**src/design/audio_clock_pkg.sv**
```systemverilog
package audio_clock_pkg;

   // register subaddresses
   localparam logic [7:0] ADDR_CPF_LOW      = 8'h30;
   localparam logic [7:0] ADDR_CPF_MID      = 8'h31;
   localparam logic [7:0] ADDR_CPF_HIGH     = 8'h32;
   localparam logic [7:0] ADDR_RSVD_33      = 8'h33;
   localparam logic [7:0] ADDR_NI_LOW       = 8'h34;
   localparam logic [7:0] ADDR_NI_MID       = 8'h35;
   localparam logic [7:0] ADDR_NI_HIGH      = 8'h36;
   localparam logic [7:0] ADDR_RSVD_37      = 8'h37;
   localparam logic [7:0] ADDR_BIT_DIV      = 8'h38;
   localparam logic [7:0] ADDR_WORD_DIV     = 8'h39;
   localparam logic [7:0] ADDR_BASIC_SETUP  = 8'h3A;
   localparam logic [7:0] ADDR_RSVD_TAIL_LO = 8'h3B;
   localparam logic [7:0] ADDR_RSVD_TAIL_HI = 8'h3F;

   // field widths
   localparam int CPF_W   = 18;
   localparam int NI_W    = 22;
   localparam int ACC_W   = 23;
   localparam int RATIO_W = 6;

   // values after reset
   localparam logic [CPF_W-1:0]   CPF_RST        = 18'h0_0000;
   localparam logic [NI_W-1:0]    NI_RST         = 22'h00_0000;
   localparam logic [RATIO_W-1:0] BIT_RATIO_RST  = 6'h00;
   localparam logic [RATIO_W-1:0] WORD_RATIO_RST = 6'h00;
   localparam logic [3:0]         SETUP_RST      = 4'h0;

   // basic setup bit positions
   localparam int SETUP_LOOP_BIT  = 3;
   localparam int SETUP_VR_BIT    = 2;
   localparam int SETUP_WPH_BIT   = 1;
   localparam int SETUP_BPH_BIT   = 0;

   // timing
   localparam int MASTER_PER_SAMPLE = 256;
   localparam int BIT_PER_SAMPLE    = 32;
   localparam int TRIM_SHIFT        = 4;
   localparam int TRIM_LIMIT        = 4096;

endpackage : audio_clock_pkg

```
**src/design/field_locked_audio_clock_gen.sv**
```systemverilog
// Operation
// - master clock out runs at 256 times sample rate, 11.2896 MHz example
// - bit clock is 32x sample rate, word clock equals sample rate
// - 18-bit cycles per field at 30..32, low byte first
// - 22-bit nominal increment at 34..36, low byte first, top six bits
// - 6-bit ratio at 38 divides master clock in to bit clock
// - 6-bit ratio at 39 divides bit clock to word clock
// - setup byte at 3A: loop, voltage range, word phase, bit phase
`timescale 1ns/1ps
`default_nettype none

module field_locked_audio_clock_gen
   import audio_clock_pkg::*;
(
   // clock and reset (clk_sys is the crystal reference)
   input  wire logic       clk_sys,
   input  wire logic       rst,
   // register port
   input  wire logic [7:0] reg_addr,
   input  wire logic [7:0] reg_wdata,
   input  wire logic       reg_wr,
   input  wire logic       reg_rd,
   output logic [7:0]      reg_rdata,
   // video timing
   input  wire logic       field_start,
   // audio clocks
   output logic            audio_master_clock_out,
   input  wire logic       audio_master_clock_in,
   output logic            audio_bit_clock,
   output logic            audio_word_clock,
   output logic            master_clock_voltage_range,
   // loop status
   output logic [CPF_W-1:0] field_count_last
);

   // field lock loop sequencing
   typedef enum logic [1:0] {
      LOOP_OFF,
      LOOP_ALIGN,
      LOOP_TRACK
   } loop_state_t;

   typedef struct packed {
      logic [CPF_W-1:0]   cpf;
      logic [NI_W-1:0]    ni;
      logic [RATIO_W-1:0] bit_ratio;
      logic [RATIO_W-1:0] word_ratio;
      logic [3:0]         setup;
      logic [ACC_W-1:0]   acc;
      logic signed [NI_W:0] trim;
      logic [CPF_W-1:0]   cnt;
      logic [CPF_W-1:0]   last;
      logic               mclk_in_d1;
      logic               mclk_in_d2;
      logic               mclk_in_d3;
      logic [7:0]         rdata;
      loop_state_t        loop;
   } gen_state_t;

   gen_state_t st_r;
   gen_state_t st_nxt;

   logic              in_rise;
   logic              bit_tick;
   logic              bit_clk_raw;
   logic              word_clk_raw;
   logic [NI_W-1:0]   eff_inc;
   logic [RATIO_W-1:0] word_ratio_eff;

   // saturating add of signed trim onto increment
   function automatic logic [NI_W-1:0] apply_trim(input logic [NI_W-1:0] base,
                                                  input logic signed [NI_W:0] t);
      logic signed [NI_W+1:0] s;
      s = $signed({2'b00, base}) + {t[NI_W], t};
      if (s < 0)
         apply_trim = '0;
      else if (s[NI_W])
         apply_trim = '1;
      else
         apply_trim = s[NI_W-1:0];
   endfunction

   // read mux; reserved and unmapped addresses read zero
   function automatic logic [7:0] read_reg(input gen_state_t s, input logic [7:0] a);
      case (a)
         ADDR_CPF_LOW:     read_reg = s.cpf[7:0];
         ADDR_CPF_MID:     read_reg = s.cpf[15:8];
         ADDR_CPF_HIGH:    read_reg = {6'h00, s.cpf[17:16]};
         ADDR_NI_LOW:      read_reg = s.ni[7:0];
         ADDR_NI_MID:      read_reg = s.ni[15:8];
         ADDR_NI_HIGH:     read_reg = {2'h0, s.ni[21:16]};
         ADDR_BIT_DIV:     read_reg = {2'h0, s.bit_ratio};
         ADDR_WORD_DIV:    read_reg = {2'h0, s.word_ratio};
         ADDR_BASIC_SETUP: read_reg = {4'h0, s.setup};
         default:          read_reg = 8'h00;
      endcase
   endfunction

   // register write; reserved places and undocumented bits are dropped
   function automatic gen_state_t write_reg(input gen_state_t s,
                                            input logic [7:0] a,
                                            input logic [7:0] d);
      write_reg = s;
      case (a)
         ADDR_CPF_LOW:
         begin
            write_reg.cpf[7:0] = d;
         end
         ADDR_CPF_MID:
         begin
            write_reg.cpf[15:8] = d;
         end
         ADDR_CPF_HIGH:
         begin
            write_reg.cpf[17:16] = d[1:0];
         end
         ADDR_NI_LOW:
         begin
            write_reg.ni[7:0] = d;
         end
         ADDR_NI_MID:
         begin
            write_reg.ni[15:8] = d;
         end
         ADDR_NI_HIGH:
         begin
            write_reg.ni[21:16] = d[5:0];
         end
         ADDR_BIT_DIV:
         begin
            write_reg.bit_ratio = d[5:0];
         end
         ADDR_WORD_DIV:
         begin
            write_reg.word_ratio = d[5:0];
         end
         ADDR_BASIC_SETUP:
         begin
            write_reg.setup = d[3:0];
         end
         default:
         begin
            write_reg = s;
         end
      endcase
   endfunction

   // one trim step per field; small steps keep the master clock free of jumps
   function automatic logic signed [NI_W:0] next_trim(input logic [CPF_W-1:0]    cnt,
                                                      input logic [CPF_W-1:0]    target,
                                                      input logic signed [NI_W:0] t);
      logic signed [NI_W:0] step;
      logic signed [NI_W:0] limit;
      step      = $signed((NI_W+1)'(1 << TRIM_SHIFT));
      limit     = $signed((NI_W+1)'(TRIM_LIMIT));
      next_trim = t;
      if (cnt < target)
      begin
         if (t < limit)
         begin
            next_trim = t + step;
         end
      end
      else if (cnt > target)
      begin
         if (t > -limit)
         begin
            next_trim = t - step;
         end
      end
   endfunction

   // the word divider counts whole bit periods and wraps after ratio of them,
   // so 0x10 gives 32 bit clocks per word; ratio 0 behaves like 1
   function automatic logic [RATIO_W-1:0] word_div_ratio(input logic [RATIO_W-1:0] r);
      if (r == '0)
         word_div_ratio = '0;
      else
         word_div_ratio = r - 6'h01;
   endfunction

   assign eff_inc = st_r.setup[SETUP_LOOP_BIT] ? apply_trim(st_r.ni, st_r.trim) : st_r.ni;
   assign in_rise = st_r.mclk_in_d2 & ~st_r.mclk_in_d3;

   always_comb
   begin
      st_nxt = st_r;
      // register writes take effect at once, there is no shadow copy
      if (reg_wr)
      begin
         st_nxt = write_reg(st_r, reg_addr, reg_wdata);
      end
      if (reg_rd)
      begin
         st_nxt.rdata = read_reg(st_r, reg_addr);
      end

      // phase accumulator, msb is the master clock
      st_nxt.acc = st_r.acc + {1'b0, eff_inc};

      // returned master clock, synchroniser then edge detect on later stages
      st_nxt.mclk_in_d1 = audio_master_clock_in;
      st_nxt.mclk_in_d2 = st_r.mclk_in_d1;
      st_nxt.mclk_in_d3 = st_r.mclk_in_d2;

      // a rise in the field_start cycle already belongs to the new field
      if (field_start)
      begin
         st_nxt.cnt  = in_rise ? 18'h0_0001 : 18'h0_0000;
         st_nxt.last = st_r.cnt;
      end
      else if (in_rise && st_r.cnt != '1)
      begin
         st_nxt.cnt = st_r.cnt + 18'h0_0001;
      end

      // the first field after the loop is switched on holds a partial count,
      // so it only restarts the counter and never steers the trim
      case (st_r.loop)
         LOOP_OFF:
         begin
            st_nxt.trim = '0;
            if (st_r.setup[SETUP_LOOP_BIT])
               st_nxt.loop = LOOP_ALIGN;
         end
         LOOP_ALIGN:
         begin
            if (!st_r.setup[SETUP_LOOP_BIT])
               st_nxt.loop = LOOP_OFF;
            else if (field_start)
               st_nxt.loop = LOOP_TRACK;
         end
         LOOP_TRACK:
         begin
            if (!st_r.setup[SETUP_LOOP_BIT])
            begin
               st_nxt.loop = LOOP_OFF;
            end
            else if (field_start)
            begin
               st_nxt.trim = next_trim(st_r.cnt, st_r.cpf, st_r.trim);
            end
         end
         default:
         begin
            st_nxt.loop = LOOP_OFF;
         end
      endcase
   end

   always_ff @(posedge clk_sys)
   begin
      if (rst)
      begin
         st_r            <= '0;
         st_r.cpf        <= CPF_RST;
         st_r.ni         <= NI_RST;
         st_r.bit_ratio  <= BIT_RATIO_RST;
         st_r.word_ratio <= WORD_RATIO_RST;
         st_r.setup      <= SETUP_RST;
      end
      else
      begin
         st_r <= st_nxt;
      end
   end

   // bit clock from returned master clock, ratio 3 gives divide by 8
   ratio_divider u_bit_div (
      .clk_sys   (clk_sys),
      .rst       (rst),
      .tick_in   (in_rise),
      .ratio     (st_r.bit_ratio),
      .phase_inv (st_r.setup[SETUP_BPH_BIT]),
      .clk_out   (bit_clk_raw),
      .fall_tick (bit_tick)
   );

   // word divider ticks once per bit clock period, on the falling half
   assign word_ratio_eff = word_div_ratio(st_r.word_ratio);

   ratio_divider u_word_div (
      .clk_sys   (clk_sys),
      .rst       (rst),
      .tick_in   (bit_tick),
      .ratio     (word_ratio_eff),
      .phase_inv (st_r.setup[SETUP_WPH_BIT]),
      .clk_out   (word_clk_raw),
      .fall_tick ()
   );

   assign audio_master_clock_out     = st_r.acc[ACC_W-1];
   assign audio_bit_clock            = bit_clk_raw;
   assign audio_word_clock           = word_clk_raw;
   assign master_clock_voltage_range = st_r.setup[SETUP_VR_BIT];
   assign reg_rdata                  = st_r.rdata;
   assign field_count_last           = st_r.last;

endmodule // field_locked_audio_clock_gen

`default_nettype wire

```
**src/design/ratio_divider.sv**
```systemverilog
`timescale 1ns/1ps
`default_nettype none

// divides a qualified input tick stream by 2*(ratio+1)
// clk_sys must be well above twice the tick rate
module ratio_divider
   import audio_clock_pkg::*;
(
   // clock and reset
   input  wire logic               clk_sys,
   input  wire logic               rst,
   // source ticks
   input  wire logic               tick_in,
   input  wire logic [RATIO_W-1:0] ratio,
   input  wire logic               phase_inv,
   // divided output
   output logic                    clk_out,
   output logic                    fall_tick
);

   typedef struct packed {
      logic [RATIO_W-1:0] cnt;
      logic               lvl;
   } div_state_t;

   div_state_t st_r;
   div_state_t st_nxt;

   always_comb
   begin
      st_nxt    = st_r;
      fall_tick = 1'b0;
      if (tick_in)
      begin
         if (st_r.cnt >= ratio)
         begin
            st_nxt.cnt = '0;
            st_nxt.lvl = ~st_r.lvl;
            fall_tick  = st_r.lvl;
         end
         else
         begin
            st_nxt.cnt = st_r.cnt + 6'h01;
         end
      end
   end

   always_ff @(posedge clk_sys)
   begin
      if (rst)
         st_r <= '0;
      else
         st_r <= st_nxt;
   end

   assign clk_out = st_r.lvl ^ phase_inv;

endmodule // ratio_divider

`default_nettype wire

```
**config.mk**
```make
export PLATFORM = sky130hd
export DESIGN_NAME = field_locked_audio_clock_gen
export DESIGN_NICKNAME = d
export VERILOG_FILES = /design/src/design/audio_clock_pkg.sv /design/src/design/field_locked_audio_clock_gen.sv /design/src/design/ratio_divider.sv
export SDC_FILE = /design/constraint.sdc
export NUM_CORES = 1
export LEC_CHECK = 0
export BUFFER_PORTS_ARGS = -buffer_cell sky130_fd_sc_hd__buf_2
export CAP_MARGIN = 20
export CORE_UTILIZATION = 50
export CTS_BUF_LIST = sky130_fd_sc_hd__clkbuf_4
export CTS_CLUSTER_SIZE = 20
export DETAILED_ROUTE_END_ITERATION = 6
export GPL_ROUTABILITY_DRIVEN = 0
export PLACE_DENSITY_LB_ADDON = 0.1
export SYNTH_ARGS = -nofsm -noshare
export SYNTH_HDL_FRONTEND = slang
export SYNTH_HIERARCHICAL = 1
export SYNTH_SLANG_ARGS = --single-unit
```
**constraint.sdc**
```tcl
create_clock -name clk_sys -period 5.85 [get_ports clk_sys]
set_input_delay 0.8775 -clock clk_sys [delete_from_list [all_inputs] [get_ports clk_sys]]
set_output_delay 0.8775 -clock clk_sys [all_outputs]
set_load 0.005 [all_outputs]
```
==> impl_results.md <==
- Status: finished, final reports clean
- Total global routing overflow: 0
- Max cap viols: 0
- Port Buf Inserts: slightly above 50
- WL/cell: 16.1 µm
- Vias in the first global route: 8,171
- Slowest stage delay, CP: 0.43 ns
- Clk slew on worst S/H paths: 0.16 ns
- Final Max Slew Viols: 0
- Crit start category: flop
- Pin count of the biggest net entering global routing: 103
- Slew @ Worst Pin: 0.953 ns
- Gate Count Post-Synth: 1,279
- Die Y: 146 µm
- Fmax: 0.195 GHz
- Full die area: 21,300 µm²
- Die span in x: about 150 µm
- Final hold viol count: 0
- Global Route Usage Sum: 24.1%
- R2r endpoint: st_r[93]
- Synthesized Nets: about 1,400
- Root Buffer: clkbuf_4
- Worst vdd ir: 0.100 mV
- Crit path from: st_r[117]
- Post-CTS setup buffers: 0
- Crit path to: st_r[93]
- Worst-Skew Late Latency: 0.57 ns
- Worst clock skew: around 0.032 ns
- Synthesized area: just over 10,000 µm²
- Tcrit/Tclk final: 87.6%
- Setup TNS: 0 ns
- Fin nets: 1,396
- 1st-iter DRT viols: 632
- Hold Slack: 0.430 ns
- P_leak: roughly 0.0044 µW
- Fin cells: 1,562
- Placement Cell Area: ~11,000 µm²
- CTS tree: yes
- # placed instances: between 1,500 and 2,000
- Vias per inst: 5.64
- P&R area growth vs syn: 5.39%
- Finished Cell Area: around 11,000 µm²
- Layout cells sized above 1: roughly 9.3%
- Core footprint: 20,300 µm²
- Worst Path Max Fanout: 6
- Final setup fails: 0
- Starting Density: around 51%
- R2R Path Start: st_r[117]
- Syn. warnings: 6
- Routed met3 length: between 1 and 1.5 mm
- Top sig layer: met4
- Worst Path Arrival: 5.61 ns
- Slowest-stage cell, CP: a2111oi_2
- Crit path capture type: flop
- CP Cell Sequence: ha_1, o21ai_0, o21a_1, or3b_4, and3_4, o31ai_4, o41a_1, a21oi_1, o21ai_0, ha_1, a21o_1, a21o_1, a2111oi_2, o21ai_1, a211oi_1, nor3_1, o31a_1, o21a_1, nor3_1
- Worst setup path category: flop to flop
- Hold_buf cts: 0
- RSZ-0062 raised after global routing: no
- Num ports: 52
- Antenna violations before repair: 1
- DRC Markers: 0
- Global-route wire length before repair: 41.4 mm
- Met1 wire length: 12.0 mm
- CTS resizes: 0
- CTS buffer count: 17
- Routed length on met2: approximately 12 mm
- Setup ws final: 0.723 ns
- Reg2Reg Depth: 19
- Worst Path Required: 6.33 ns
- Filler cells: 1,968
- Sink Count: 161
- Post-route ant nets: 0
- DP Wirelength: 18.5 mm
- H-Tree Depth: 4
- CTS max path bufs: 2
- Min Tclk post-route: 5.13 ns
- Num rows: 52
- Pre-CTS WS: 0.783 ns
- Slew headroom: 36.1%
- Drt pass-1 iters: 5
- PwrDens: 176 nW/µm²
- Detailed-route wire length: 25.1 mm
- Post-synthesis average cell area: 8.11 µm²
- Hold Crit Class: flop to flop
- Routed vias: between 8,000 and 9,000
- R2R Setup Slk: between 0.7 and 0.8 ns
## through the flow
stage          total power [µW]  utilization (%)
2_1_floorplan              1200                -
3_3_place_gp               1230             52.4
3_5_place_dp               1230             52.4
4_1_cts                    1940             53.9
5_1_grt                    2000             53.9
6_report                   1920             53.9
## per-layer routing
metal / track usage (%) / vias up
met5: 0 / -
met4: 6.88 / 0
met3: 4.53 / 33
met2: 39.9 / 189
met1: 31.9 / 4102
li1: - / 4491
## cell type report
type	count	area (µm²)	share of cell area [%]
clock buffer	17	128	1.17
clock inverter	15	175	1.60
tap	270	338	3.09
sequential	161	3220	29.5
inverter	60	225	2.06
antenna	1	2.50	0.0229
timing repair buffer	59	330	3.02
multi-input combinational	979	6520	59.6
## worst max-delay path, delay by kind of cell (launching register included)
family	cells	cell delay, ns
simple gates	4	0.83
compound gates	13	3.20
flops	1	0.39
fa+ha+maj	2	0.64
## registers in the layout, indices dropped and copies added (netlist names)
register                    flops
st_r                          117
field_count_last               18
reg_rdata                       8
u_bit_div/st_r                  7
u_word_div/st_r                 7
st_nxt                          2
audio_master_clock_out          1
master_clock_voltage_range      1
## cell usage in the layout (no fill, tap or decap), types with 15 or more instances in the layout
cell type  count
a21o_1        25
a21oi_1      124
a22oi_1       15
buf_2         50
clkbuf_4      17
dfxtp_1      161
ha_1          94
inv_1         59
mux2i_1       58
nand2_1      103
nand3_1       51
nand4_1       16
nor2_1       167
nor3_1        27
o21ai_0       44
or3_1         20
xnor2_1       34
xor2_1        33
## report_power, final
group / switching, µW / internal [µW]
sequential: 3.12 / 1100
clock: 450 / 266
combinational: 69.3 / 31.2
total: 522 / 1400
## worst min path at each step
| stage | start | endpoint | slack, ns | cells after the start |
|---|---|---|---|---|
| after global placement | st_nxt[11] | st_nxt[10] | 0.42 | 1 |
| after floorplan | st_nxt[11] | st_nxt[10] | 0.41 | 1 |
| final | st_nxt[11] | st_nxt[10] | 0.43 | 1 |
| after CTS | st_nxt[11] | st_nxt[10] | 0.44 | 1 |
| after global routing | st_nxt[11] | st_nxt[10] | 0.44 | 1 |
| after detailed placement | st_nxt[11] | st_nxt[10] | 0.44 | 1 |
No activity file was read; power rests on OpenSTA's default activity.
